===== src/adcs_pkg.sv =====
/*
  Package for the area decoder and chip-select block: area codes, bus widths,
  memory types and the carrier structs.
  Assumes a single 125 MHz bus clock and a synchronous active-high reset.
*/
package adcs_pkg;

  localparam int ADDR_WIDTH = 32;
  localparam int AREA_MSB = 28;
  localparam int AREA_LSB = 26;

  // area codes on physical address bits 28..26
  localparam logic [2:0] AREA_CODE_0 = 3'h0;
  localparam logic [2:0] AREA_CODE_1 = 3'h1;
  localparam logic [2:0] AREA_CODE_7 = 3'h7;
  localparam int NUM_SELECTS = 7;

  // width codes, shared by the straps and the per-area control field
  localparam logic [1:0] WIDTH_PROHIBITED = 2'h0;
  localparam logic [1:0] WIDTH_8 = 2'h1;
  localparam logic [1:0] WIDTH_16 = 2'h2;
  localparam logic [1:0] WIDTH_32 = 2'h3;

  // bit positions of the two-bit width fields of areas 2 to 6 in bus_control_two
  localparam int BC2_FIELD_BITS = 2;
  localparam int BC2_AREA2_POS = 4;
  localparam int BC2_WIDTH = 14;
  localparam logic [13:0] BC2_RESET = 14'h3FF0;

  localparam logic [2:0] AREA_SEL_RESET = 3'h0;
  localparam logic [6:0] SELECTS_IDLE = 7'h7F;
  localparam logic [3:0] LANES_IDLE = 4'hF;

  typedef enum logic [1:0] {
    ADCS_MEM_ORDINARY = 2'h0,
    ADCS_MEM_BURST_ROM = 2'h1,
    ADCS_MEM_SDRAM = 2'h2,
    ADCS_MEM_CARD = 2'h3
  } adcs_mem_type;

  typedef enum logic [1:0] {
    ADCS_ST_IDLE = 2'h0,
    ADCS_ST_ACCESS = 2'h1,
    ADCS_ST_RELEASED = 2'h2
  } adcs_state_type;

  // request from the core side
  typedef struct packed {
    logic valid;
    logic write;
    logic io;
    logic [3:0] lanes;
    logic [31:0] addr;
  } adcs_req_type;

  // strobe pins, all active low
  typedef struct packed {
    logic [6:0] select_n;
    logic card_a_second_enable_n;
    logic card_b_second_enable_n;
    logic [3:0] lane_strobe_n;
    logic read_strobe_n;
  } adcs_pins_type;

endpackage


===== src/adcs_area_decode.sv =====
/*
  Area decoder, chip-select and bus-width selector of the external bus
  controller. One access is held at a time; the core keeps its request
  stable until done pulses.
  Assumes pins in from outside the clock domain and core signals on mclk.
*/
module adcs_area_decode
  import adcs_pkg::*;
#(
  // wait lands two clocks late; below 3 a part that raises it once selected is missed
  parameter int WAIT_CYCLES = 1
) (
  input wire logic mclk,
  input wire logic srst,
  input wire adcs_req_type req,
  input wire logic [BC2_WIDTH-1:0] bus_control_two,
  input wire adcs_mem_type [6:0] area_mem_type,
  input wire logic little_endian,
  input wire logic sdram_clock_on,
  input wire logic width_strap_high,
  input wire logic width_strap_low,
  input wire logic wait_n,
  input wire logic io16_n,
  input wire logic bus_release_request_n,
  output adcs_pins_type pins,
  output logic clock_enable,
  output logic bus_release_ack_n,
  output logic done,
  output logic [1:0] bus_width,
  output logic [2:0] area,
  output logic internal_hit,
  output logic reserved_hit
);

  ////////////////////////////////////////////////////////////////////////////
  typedef struct packed {
    adcs_state_type state;
    logic [1:0] area0_width;
    logic strap_taken;
    logic [1:0] wait_sync;
    logic [1:0] io16_sync;
    logic [1:0] bus_release_request_sync;
    logic [2:0] area;
    logic [1:0] width;
    logic [3:0] count;
    adcs_pins_type pins;
    logic clock_enable;
    logic ack_n;
    logic done;
  } adcs_regs_type;

  adcs_regs_type r_reg;
  adcs_regs_type r_next;

  // width of an external area; area 0 from the straps, others from control
  function automatic logic [1:0] area_width(input logic [2:0] a,
                                            input logic [1:0] w0,
                                            input logic [BC2_WIDTH-1:0] bc);
    int pos;
    pos = BC2_AREA2_POS + (int'(a) - 2) * BC2_FIELD_BITS;
    if (a == AREA_CODE_0) begin
      return w0;
    end
    // area 7 has no width field; reading one would run off the vector
    if (a == AREA_CODE_7) begin
      return WIDTH_PROHIBITED;
    end
    return bc[pos+:2];
  endfunction

  ////////////////////////////////////////////////////////////////////////////
  // decode of the pending address; upper three bits never looked at
  logic [2:0] req_area;
  assign req_area = req.addr[AREA_MSB:AREA_LSB];

  // pins in: wait, 16-bit I/O and release request pass two flops first
  logic wait_s;
  logic io16_s;
  logic bus_release_request_s;
  assign wait_s = r_reg.wait_sync[1];
  assign io16_s = r_reg.io16_sync[1];
  assign bus_release_request_s = r_reg.bus_release_request_sync[1];

  always_comb begin
    adcs_mem_type mt;
    logic card;
    logic [3:0] ln;
    r_next = r_reg;
    mt = area_mem_type[r_reg.area];
    card = (mt == ADCS_MEM_CARD) && (r_reg.area >= 3'h5);
    ln = req.lanes;
    r_next.done = 1'b0;
    r_next.wait_sync = {r_reg.wait_sync[0], ~wait_n};
    r_next.io16_sync = {r_reg.io16_sync[0], ~io16_n};
    r_next.bus_release_request_sync = {r_reg.bus_release_request_sync[0], ~bus_release_request_n};
    r_next.clock_enable = sdram_clock_on;
    // strap caught on the first clocked cycle after reset release
    if (!r_reg.strap_taken) begin
      r_next.area0_width = {width_strap_high, width_strap_low};
      r_next.strap_taken = 1'b1;
    end
    case (r_reg.state)
      ADCS_ST_IDLE: begin
        r_next.pins.select_n = SELECTS_IDLE;
        r_next.pins.lane_strobe_n = LANES_IDLE;
        r_next.pins.read_strobe_n = 1'b1;
        r_next.pins.card_a_second_enable_n = 1'b1;
        r_next.pins.card_b_second_enable_n = 1'b1;
        // release takes priority over a new access while idle
        if (bus_release_request_s) begin
          r_next.state = ADCS_ST_RELEASED;
          r_next.ack_n = 1'b0;
        end else if (req.valid && r_reg.strap_taken && !r_reg.done) begin
          r_next.area = req_area;
          r_next.width = area_width(req_area, r_reg.area0_width, bus_control_two);
          r_next.count = 4'(WAIT_CYCLES);
          // internal and reserved areas drive no pin, finish at once
          if (req_area == AREA_CODE_1 || req_area == AREA_CODE_7) begin
            r_next.done = 1'b1;
          end else begin
            r_next.state = ADCS_ST_ACCESS;
            r_next.pins.select_n[req_area - ((req_area > AREA_CODE_0) ? 3'h1 : 3'h0)]
              = 1'b0;
          end
        end
      end
      ADCS_ST_ACCESS: begin
        r_next.pins.read_strobe_n = req.write;
        if (card) begin
          // second enable follows the upper byte lane (lane 1) of any card cycle, whatever its width
          if (r_reg.area == 3'h5) begin
            r_next.pins.card_a_second_enable_n = ~ln[1];
          end else begin
            r_next.pins.card_b_second_enable_n = ~ln[1];
          end
          r_next.pins.lane_strobe_n[2] = ~(req.io && !req.write);
          r_next.pins.lane_strobe_n[3] = ~(req.io && req.write);
          r_next.pins.lane_strobe_n[1:0] = {~req.write, 1'b1};
          // a card saying 16-bit I/O widens the cycle, little-endian only
          if (req.io && little_endian && io16_s) begin
            r_next.width = WIDTH_16;
          end
        end else if (mt == ADCS_MEM_SDRAM) begin
          r_next.pins.lane_strobe_n = ~ln;
        end else begin
          r_next.pins.lane_strobe_n = req.write ? ~ln : LANES_IDLE;
        end
        // extra wait states while the external device holds wait
        if (r_reg.count != 4'h0) begin
          r_next.count = r_reg.count - 4'h1;
        end else if (!wait_s) begin
          r_next.state = ADCS_ST_IDLE;
          r_next.done = 1'b1;
          r_next.pins.select_n = SELECTS_IDLE;
          r_next.pins.lane_strobe_n = LANES_IDLE;
          r_next.pins.read_strobe_n = 1'b1;
          r_next.pins.card_a_second_enable_n = 1'b1;
          r_next.pins.card_b_second_enable_n = 1'b1;
        end
      end
      ADCS_ST_RELEASED: begin
        if (!bus_release_request_s) begin
          r_next.state = ADCS_ST_IDLE;
          r_next.ack_n = 1'b1;
        end
      end
      default: begin
        r_next.state = ADCS_ST_IDLE;
      end
    endcase
  end

  ////////////////////////////////////////////////////////////////////////////
  // single state register
  always_ff @(posedge mclk) begin
    if (srst) begin
      r_reg.state <= ADCS_ST_IDLE;
      r_reg.area0_width <= WIDTH_PROHIBITED;
      r_reg.strap_taken <= 1'b0;
      r_reg.wait_sync <= 2'h0;
      r_reg.io16_sync <= 2'h0;
      r_reg.bus_release_request_sync <= 2'h0;
      r_reg.area <= AREA_SEL_RESET;
      r_reg.width <= WIDTH_PROHIBITED;
      r_reg.count <= 4'h0;
      r_reg.pins <= {SELECTS_IDLE, 1'b1, 1'b1, LANES_IDLE, 1'b1};
      r_reg.clock_enable <= 1'b0;
      r_reg.ack_n <= 1'b1;
      r_reg.done <= 1'b0;
    end else begin
      r_reg <= r_next;
    end
  end

  // outputs straight from flops; hit flags decode the live request
  assign pins = r_reg.pins;
  assign clock_enable = r_reg.clock_enable;
  assign bus_release_ack_n = r_reg.ack_n;
  assign done = r_reg.done;
  assign bus_width = r_reg.width;
  assign area = r_reg.area;
  assign internal_hit = req.valid && (req_area == AREA_CODE_1);
  assign reserved_hit = req.valid && (req_area == AREA_CODE_7);

endmodule


===== config.mk =====
export PLATFORM = sky130hd
export DESIGN_NAME = adcs_area_decode
export DESIGN_NICKNAME = d
export VERILOG_FILES = /design/src/adcs_pkg.sv /design/src/adcs_area_decode.sv
export SDC_FILE = /design/constraint.sdc
export NUM_CORES = 1
export LEC_CHECK = 0
export BUFFER_PORTS_ARGS = -buffer_cell sky130_fd_sc_hd__buf_4
export CAP_MARGIN = 10
export CORE_AREA = 10 10 100 102
export CTS_CLUSTER_DIAMETER = 80
export DETAILED_ROUTE_END_ITERATION = 10
export DIE_AREA = 0 0 110 112
export PLACE_DENSITY_LB_ADDON = 0.1
export SETUP_SLACK_MARGIN = 0.05
export SYNTH_ARGS = -nofsm -noshare
export SYNTH_HDL_FRONTEND = slang
export SYNTH_SLANG_ARGS = --single-unit

===== constraint.sdc =====
create_clock -name mclk -period 3.7 [get_ports mclk]
set_input_delay 0.185 -clock mclk [delete_from_list [all_inputs] [get_ports mclk]]
set_output_delay 0.185 -clock mclk [all_outputs]
set_load 0.05 [all_outputs]

==> results.sh, run 1 <==
export IMPL_holdPathEnd="r_next[27]$_SDFF_PP0_"
export IMPL_final_area_mm2=0.00249
export IMPL_hold_depth=2
export IMPL_max_slew_margin_rel_pct=57.5
export IMPL_ys_top_cells_by_area="dfxtp_1, buf_4, nor2_1"
export IMPL_dr_pass1_iters=4
export IMPL_min_path_type="input pin to flop"
export IMPL_setup_ws_ps=1510
export IMPL_critPathLaunchType="flop"
export IMPL_critical_path_required_ps=3850
export IMPL_synth_edf_count=0
export IMPL_insertedDiodeCount=0
export IMPL_whs_ps=44.3
export IMPL_htreeDepth=2
export IMPL_outcome="finished, final reports clean"
export IMPL_hold_violations=0
export IMPL_start_util_pct=24.3
export IMPL_port_buffers=68
export IMPL_cts_root_buf="clkbuf_8"
export IMPL_drc=0
export IMPL_crit_fanout=13
export IMPL_cts_resized=0
export IMPL_synth_main_ff_cell="dfxtp_1"
export IMPL_cts_buffers=5
export IMPL_cts_buffer_depth=2
export IMPL_routed_via_count=1728
export IMPL_dp_slack_ps=1510
export IMPL_setup_viol=0
export IMPL_worstPathArrival_ps=2340
export IMPL_antenna_found_initial=0
export IMPL_grt_pass1_vias=1766
export IMPL_die_area_mm2=0.0123
export IMPL_async_reset_ff_share_pct=0
export IMPL_synth_most_common_cell="dfxtp_1"
export IMPL_power_density_mw_per_mm2=354
export IMPL_ioPinCount=100
export IMPL_layout_drive_gt1_share_pct=29.3
export IMPL_synth_cell_types=52
export IMPL_synth_top_cell_by_area="dfxtp_1"
export IMPL_grt_pass1_wl_um=9100
export IMPL_crit_path_start="area[1]$_SDFFE_PP0P_"
export IMPL_endpoint_kind="flop"
export IMPL_fill_cells=878
export IMPL_worstMarginPinSlew_ps=635
export IMPL_ys_warn_count=0
export IMPL_timing_final_crit_share_pct=59.2
export IMPL_drv_cap=0
export IMPL_worst_r2r_cell_count=5
export IMPL_nets=359
export IMPL_gp_congestion=0.744
export IMPL_dpl_cell_area_mm2=0.00241
export IMPL_fmax_ghz=0.457
export IMPL_placementRows=33
export IMPL_viasPerCell=4.49
export IMPL_drv_slew=0
export IMPL_p_total_mw=0.881
export IMPL_critPathKind="flop to flop"
export IMPL_syn_nets=313
export IMPL_synthesis_instances=233
export IMPL_rsz0062_at_grt="no"
export IMPL_drtAntennaViolNets=0
export IMPL_grt_max_degree=26
export IMPL_largest_reg_flops=14
export IMPL_synthTopCellsByCount="dfxtp_1, nor2_1, nand2_1, buf_4, nor3_1"
export IMPL_wire_per_inst_um=14.8
export IMPL_reg2reg_to="pins[3]$_SDFFE_PP1P_"
export IMPL_min_period_ps=2190
export IMPL_ys_ff_latch=37
export IMPL_rrSetupSlack_ps=1510
export IMPL_globalRouteTotalUtil_pct=9.10
export IMPL_hp_start="bus_release_request_n"
export IMPL_hold_buffers=0
export IMPL_fin_skew_ps=5.66
export IMPL_grt_remaining_overflow=0
export IMPL_syn_to_final_growth_pct=27.1
export IMPL_cts_clk_slew_worst_paths_ps=70
export IMPL_vdd_drop_max_uv=184
export IMPL_clkSinkCount=37
export IMPL_post_cts_buffers=0
export IMPL_initialDrtViolationCount=34
export IMPL_die_h_um=112
export IMPL_yosysSeqAreaShare_pct=37.8
export IMPL_leakage_nw=0.988
export IMPL_coreArea_mm2=0.00805
export IMPL_postSynthAreaPerCell_um2=8.41
export IMPL_setup_tns_final_ps=0
export IMPL_die_width_um=110
export IMPL_dp_hpwl_um=4530
export IMPL_cts_tree="done"
export IMPL_clk_insertion_delay_late_ps=280
export IMPL_totalWireLength_um=5690
export IMPL_netlist_area_mm2=0.00196
export IMPL_synth_top_area_share_pct=37.8
export IMPL_r2r_start="area[1]$_SDFFE_PP0P_"
==> final cells by class <==
class                           count  area [um2]  share of cell area [%]
Multi-Input combinational cell    155         977                    39.2
Sequential cell                    37         741                    29.7
Timing Repair Buffer               69         518                    20.8
Tap cell                          105         131                    5.27
Clock buffer                        6        72.6                    2.91
Inverter                           11        41.3                    1.66
Clock inverter                      2        10.0                   0.402
==> power by group <==
group / internal, mW / switching [mW] / total [mW] / leakage, nW
Clock: 0.131 / 0.143 / 0.274 / 0.0450
Sequential: 0.414 / 0.0168 / 0.431 / 0.303
Combinational: 0.0795 / 0.0970 / 0.177 / 0.641
==> how the worst max path moves through the flow <==
stage,depth (start not counted),slack (ps),endpoint
floorplan,3,1860,reserved_hit
global placement,5,1490,pins[4]$_SDFFE_PP1P_
detailed placement,5,1510,pins[3]$_SDFFE_PP1P_
CTS,5,1490,pins[3]$_SDFFE_PP1P_
global route,7,1350,pins[3]$_SDFFE_PP1P_
finish,5,1510,pins[3]$_SDFFE_PP1P_
==> routing by layer <==
layer,vias to the layer above,GRT usage [%],share of wire [%]
met5,-,0,0
met4,0,2.34,0.69
met3,4,2.94,6.3
met2,41,14.5,47
met1,790,11.4,45
li1,893,-,-
==> stage by stage <==
| step | utilization, % | cells |
|---|---|---|
| floorplan | - | 233 |
| global placement | 29.9 | 377 |
| detailed placement | 29.9 | 377 |
| CTS | 30.9 | 385 |
| global route | 30.9 | 385 |
| finish | 30.9 | 385 |
==> placed cells by master, fill, tap and decap left out, types with 2 or more instances in the layout <==
master / instances
a211oi_1: 3
a21oi_1: 5
a221oi_1: 2
a31oi_1: 5
buf_4: 69
clkbuf_8: 5
clkinv_2: 2
dfxtp_1: 37
ha_1: 4
inv_1: 11
mux2i_1: 6
nand2_1: 23
nand2b_1: 6
nand3b_1: 2
nor2_1: 26
nor2b_1: 5
nor3_1: 14
nor3b_1: 3
o21a_1: 2
o21ai_0: 6
o22a_1: 2
o22ai_1: 7
o32ai_1: 3
xnor2_1: 2
xor2_1: 3
==> critical path: stages (launching register included) <==
cell and delay (ps):
dfxtp_1 630, mux2_2 400, mux2i_2 260, a211oi_1 160
nor4_2 450, a221oi_1 150
==> logic make-up (layout without fill, tap and decap cells) <==
kind of cell,count (synthesis),after routing,synth area share (%)
AO/OA/AOI/OAI,47,47,17.3
buffers and inverters,41,88,12.3
AND/OR/NAND/NOR,91,91,23.4
flip-flops,37,37,37.8
adder cells (fa/ha/maj),4,4,2.55
multiplexers,8,8,4.34
XOR/XNOR,5,5,2.24
No activity file was read; power rests on OpenSTA's default activity.
==> run 2, diff against run 1 <==
Clock period 3.7 ns to 1.8 ns, I/O delays scaled along.
==> run 2 against run 1 <==
Net effect:
- global-route usage rose by 0.53 points
- die area did not move
- sequential power is 100% higher
- clock power grew to 2.8 times the previous value
- first-iteration DRC count grew 56%
- sequential share of layout area shrank 4.0 points
- critical endpoint unchanged
- highest routed layer unchanged
==> results.sh, run 2 (synthesis results as in run 1) <==
export IMPL_syn_to_final_growth_pct=48.1
export IMPL_hold_violations=0
export IMPL_drv_slew=0
export IMPL_cts_root_buf="clkbuf_8"
export IMPL_coreArea_mm2=0.00805
export IMPL_timing_final_crit_share_pct=95.9
export IMPL_totalWireLength_um=6050
export IMPL_critPathKind="flop to flop"
export IMPL_gp_congestion=0.768
export IMPL_min_period_ps=1730
export IMPL_htreeDepth=2
export IMPL_final_common_cell="buf_4"
export IMPL_worstPathArrival_ps=1930
export IMPL_die_width_um=110
export IMPL_dr_pass1_iters=4
export IMPL_fmax_ghz=0.579
export IMPL_rsz0062_at_grt="yes"
export IMPL_drv_cap=0
export IMPL_endpoint_kind="flop"
export IMPL_grt_remaining_overflow=0
export IMPL_min_path_type="input pin to flop"
export IMPL_cts_tree="done"
export IMPL_vdd_drop_max_uv=383
export IMPL_placementRows=33
export IMPL_critical_path_required_ps=2010
export IMPL_wire_per_inst_um=14.5
export IMPL_viasPerCell=4.44
export IMPL_routed_via_count=1857
export IMPL_cts_buffers=5
export IMPL_initialDrtViolationCount=53
export IMPL_max_slew_margin_rel_pct=69.1
export IMPL_leakage_nw=1.19
export IMPL_cts_clk_slew_worst_paths_ps=80
export IMPL_clk_insertion_delay_late_ps=290
export IMPL_clkSinkCount=37
export IMPL_grt_max_degree=14
export IMPL_layout_drive_gt1_share_pct=41.2
export IMPL_layout_common_cells="buf_4, dfxtp_1, nor2_1"
export IMPL_die_h_um=112
export IMPL_worstMarginPinSlew_ps=462
export IMPL_critPathLaunchType="flop"
export IMPL_crit_fanout=5
export IMPL_grt_pass1_vias=1927
export IMPL_fin_skew_ps=11.1
export IMPL_fin_cells=418
export IMPL_ioPinCount=100
export IMPL_fill_cells=874
export IMPL_drtAntennaViolNets=0
export IMPL_drc=0
export IMPL_port_buffers=68
export IMPL_nets=392
export IMPL_largest_reg_flops=14
export IMPL_globalRouteTotalUtil_pct=9.63
export IMPL_start_util_pct=24.3
export IMPL_finalCoreUtilization_pct=36.0
export IMPL_power_density_mw_per_mm2=729
export IMPL_dp_cells=403
export IMPL_grt_pass1_wl_um=9540
export IMPL_insertedDiodeCount=0
export IMPL_outcome="finished, final reports clean"
export IMPL_setup_viol=0
export IMPL_cts_buffer_depth=2
export IMPL_antenna_found_initial=0
export IMPL_dp_hpwl_um=4870
export IMPL_die_area_mm2=0.0123
==> run 2: path summary, 6_finish.rpt <==
kind,startpoint,end,slack [ps],cells past startpoint
worst min-delay path,sdram_clock_on,clock_enable$_SDFF_PP0_,10,2
worst min register to register,r_next[27]$_SDFF_PP0_,bus_release_request_s$_SDFF_PP0_,440,1
worst max-delay path,area[1]$_SDFFE_PP0P_,pins[3]$_SDFFE_PP1P_,70,7
worst max register to register,area[1]$_SDFFE_PP0P_,pins[3]$_SDFFE_PP1P_,70,7
==> run 2: worst max-delay path: stages (launching register included) <==
cell and delay, ps:
dfxtp_4 360, buf_4 150, mux2i_1 130, o21a_2 250, o41ai_4 320, nor4_2 70
buf_4 160, a221oi_2 220
==> run 2: cell type report <==
class                   count  area, um2  area share, %
clock buffers               6       82.6           2.85
clock inverters             2       37.5           1.29
inverters                  11       41.3           1.42
multi-input cells         155       1080           37.1
flip-flops and latches     37        747           25.7
well taps                 105        131           4.53
repair buffers            102        785           27.0
==> run 2: through the flow <==
| stage | setup WS, ps | power [mW] | TNS [ps] | cell area, um2 | hold slack (ps) |
|---|---|---|---|---|---|
| after floorplan | 54.4 | 1.14 | 0 | 1960 | 162 |
| after global placement | -111 | 1.33 | -309 | 2600 | 246 |
| after detailed placement | -52.5 | 1.33 | -153 | 2600 | 249 |
| after CTS | 14.5 | 2.13 | 0 | 2850 | 1.18 |
| after global routing | 1.42 | 2.22 | 0 | 2900 | 13.5 |
| final | 73.5 | 2.12 | 0 | 2900 | 9.68 |
==> run 2: repair_timing <==
item	CTS	global route
hold buffers	6	0
buffers inserted	1	0
endpoints found under the setup margin	6	7
resized for setup	15	11
hold endpoints to repair	6	0
pin swaps	7	3
==> run 2: metal layers <==
metal,up-vias,wire length [um],global-route usage [%]
met3,5,401,3.52
li1,960,-,-
met4,0,42,2.34
met2,38,2930,16.3
met1,854,2680,11.1
met5,-,0,0
==> run 2: report_power, final <==
group | internal, mW | switching (mW)
Sequential | 0.851 | 0.0266
Combinational | 0.231 | 0.239
Clock | 0.451 | 0.317
==> run 3, diff against run 2 <==
Clock period 1.8 ns to 2.15 ns, I/O delays scaled along.
==> run 3 against run 2 <==
Net effect:
- via count shrank 4.3%
- combinational power shrank 29%
- worst setup slack gained 190 ps
- first-iteration DRC count shrank 23%
- final cell count shrank 4.8%
- critical path type unchanged
- largest power group unchanged
==> results.sh, run 3 (synthesis results as in run 1) <==
export IMPL_vdd_drop_max_uv=289
export IMPL_rrSetupSlack_ps=260
export IMPL_worstMarginPinSlew_ps=639
export IMPL_clkSinkCount=37
export IMPL_max_slew_margin_rel_pct=57.2
export IMPL_globalRouteTotalUtil_pct=9.29
export IMPL_die_area_mm2=0.0123
export IMPL_min_period_ps=1890
export IMPL_die_width_um=110
export IMPL_grt_use_met3_pct=3.58
export IMPL_fmax_ghz=0.530
export IMPL_grt_use_met2_pct=14.9
export IMPL_worst_r2r_cell_count=8
export IMPL_min_path_type="input pin to flop"
export IMPL_fin_skew_ps=8.33
export IMPL_power_density_mw_per_mm2=588
export IMPL_routed_via_count=1777
export IMPL_totalWireLength_um=5790
export IMPL_hold_depth=2
export IMPL_crit_slowest_cell="dfxtp_1"
export IMPL_grt_busiest_layer="met2"
export IMPL_gp_congestion=0.739
export IMPL_start_util_pct=24.3
export IMPL_port_buffers=68
export IMPL_antenna_found_initial=0
export IMPL_dr_pass1_iters=4
export IMPL_nets=372
export IMPL_reg2reg_to="pins[3]$_SDFFE_PP1P_"
export IMPL_drtAntennaViolNets=0
export IMPL_ioPinCount=100
export IMPL_drc=0
export IMPL_r2r_start="r_reg[17]$_SDFFE_PP0P_"
export IMPL_wire_per_inst_um=14.5
export IMPL_outcome="finished, final reports clean"
export IMPL_layout_drive_gt1_share_pct=31.4
export IMPL_cts_root_buf="clkbuf_8"
export IMPL_grt_max_degree=26
export IMPL_leakage_nw=1.05
export IMPL_rsz0062_at_grt="no"
export IMPL_largest_reg_flops=14
export IMPL_grt_pass1_wl_um=9140
export IMPL_post_cts_buffers=0
export IMPL_clk_insertion_delay_late_ps=290
export IMPL_cts_buffers=5
export IMPL_placementRows=33
export IMPL_setup_ws_ps=262
export IMPL_final_common_cell="buf_4"
export IMPL_initialDrtViolationCount=41
export IMPL_endpoint_kind="flop"
export IMPL_finalCoreUtilization_pct=32.4
export IMPL_dp_hpwl_um=4640
export IMPL_dpl_cell_area_mm2=0.00248
export IMPL_insertedDiodeCount=0
export IMPL_whs_ps=11.0
export IMPL_hold_violations=0
export IMPL_holdPathEnd="pins[3]$_SDFFE_PP1P_"
export IMPL_timing_final_crit_share_pct=87.8
export IMPL_final_area_mm2=0.00261
export IMPL_htreeDepth=2
export IMPL_cts_tree="done"
export IMPL_use_met1_pct=11.1
export IMPL_drv_cap=0
export IMPL_setup_viol=0
export IMPL_setup_tns_final_ps=0
export IMPL_syn_to_final_growth_pct=33.0
export IMPL_worstPathArrival_ps=2060
export IMPL_die_h_um=112
export IMPL_critPathKind="flop to flop"
export IMPL_critPathMaxStageDelay_ps=350
export IMPL_crit_fanout=3
export IMPL_dp_slack_ps=233
export IMPL_viasPerCell=4.46
export IMPL_coreArea_mm2=0.00805
export IMPL_crit_path_cell_trace="inv_1 -> ha_1 -> nor4b_2 -> or2_1 -> a41o_1 -> nor4_2 -> buf_4 -> a221oi_1"
export IMPL_layout_common_cells="buf_4, dfxtp_1, nor2_1"
export IMPL_grt_remaining_overflow=0
export IMPL_critical_path_required_ps=2320
export IMPL_cts_buffer_depth=2
export IMPL_hp_start="req[34]"
export IMPL_cts_clk_slew_worst_paths_ps=70
export IMPL_critPathLaunchType="flop"
export IMPL_drv_slew=0
export IMPL_grt_pass1_vias=1846
## run 3: cell types whose count changed in the layout (fill, tap and decap cells not counted), sizes merged
cell         before  now
buf              96   78
clkinv            0    2
dlygate4sd3       6    4
bufinv            1    0
clkinvlp          1    0
## run 3: worst max-delay path by stage
stage,start,to,slack (ps),depth (start not counted)
floorplan,r_reg[17]$_SDFFE_PP0P_,pins[3]$_SDFFE_PP1P_,360,7
global placement,r_reg[17]$_SDFFE_PP0P_,pins[3]$_SDFFE_PP1P_,220,8
detailed placement,r_reg[17]$_SDFFE_PP0P_,pins[3]$_SDFFE_PP1P_,230,8
CTS,r_reg[17]$_SDFFE_PP0P_,pins[3]$_SDFFE_PP1P_,210,8
global route,r_reg[17]$_SDFFE_PP0P_,pins[3]$_SDFFE_PP1P_,40,8
finish,r_reg[17]$_SDFFE_PP0P_,pins[3]$_SDFFE_PP1P_,260,8
## run 3: per-layer routing
layer  part of all wire, %  vias to the layer above  wire, um
met5                     0                        -         0
met4                   1.0                        0        58
met2                    48                       39      2770
li1                      -                      916         -
met3                   6.9                        4       402
met1                    44                      818      2550
## run 3: repair_timing
| item | 4_1_cts | 5_1_grt |
|---|---|---|
| endpoints found under the setup margin | 0 | 3 |
| hold buffers | 4 | 0 |
| resized for setup | 0 | 1 |
| hold endpoints to repair | 4 | 0 |
## run 3: where the power goes
group          switching (mW)  total, mW  internal [mW]
clock                   0.238      0.463          0.225
sequential             0.0232      0.736          0.712
combinational           0.178      0.334          0.156
## run 3: metrics by stage
step | instances | power (mW)
2_1_floorplan | 233 | 0.954
3_3_place_gp | 386 | 1.08
3_5_place_dp | 386 | 1.08
4_1_cts | 398 | 1.56
5_1_grt | 398 | 1.63
6_report | 398 | 1.53
## run 3: cell type report
| cell class | instances | area [um2] |
|---|---|---|
| tap | 105 | 131 |
| clock buffer | 6 | 72.6 |
| multi-input combinational | 155 | 983 |
| timing repair buffer | 82 | 626 |
| sequential | 37 | 741 |
| fill | 876 | 5450 |
| clock inverter | 2 | 10.0 |
| inverter | 11 | 41.3 |
## run 3: critical path, delay by kind of cell (launching register included)
family                     cells  cell delay [ps]
AOI/OAI and AO/OA              2              310
adders and majority gates      1              200
buffers and inverters          2              240
DFF                            1              350
and+or+nand+nor                3              670
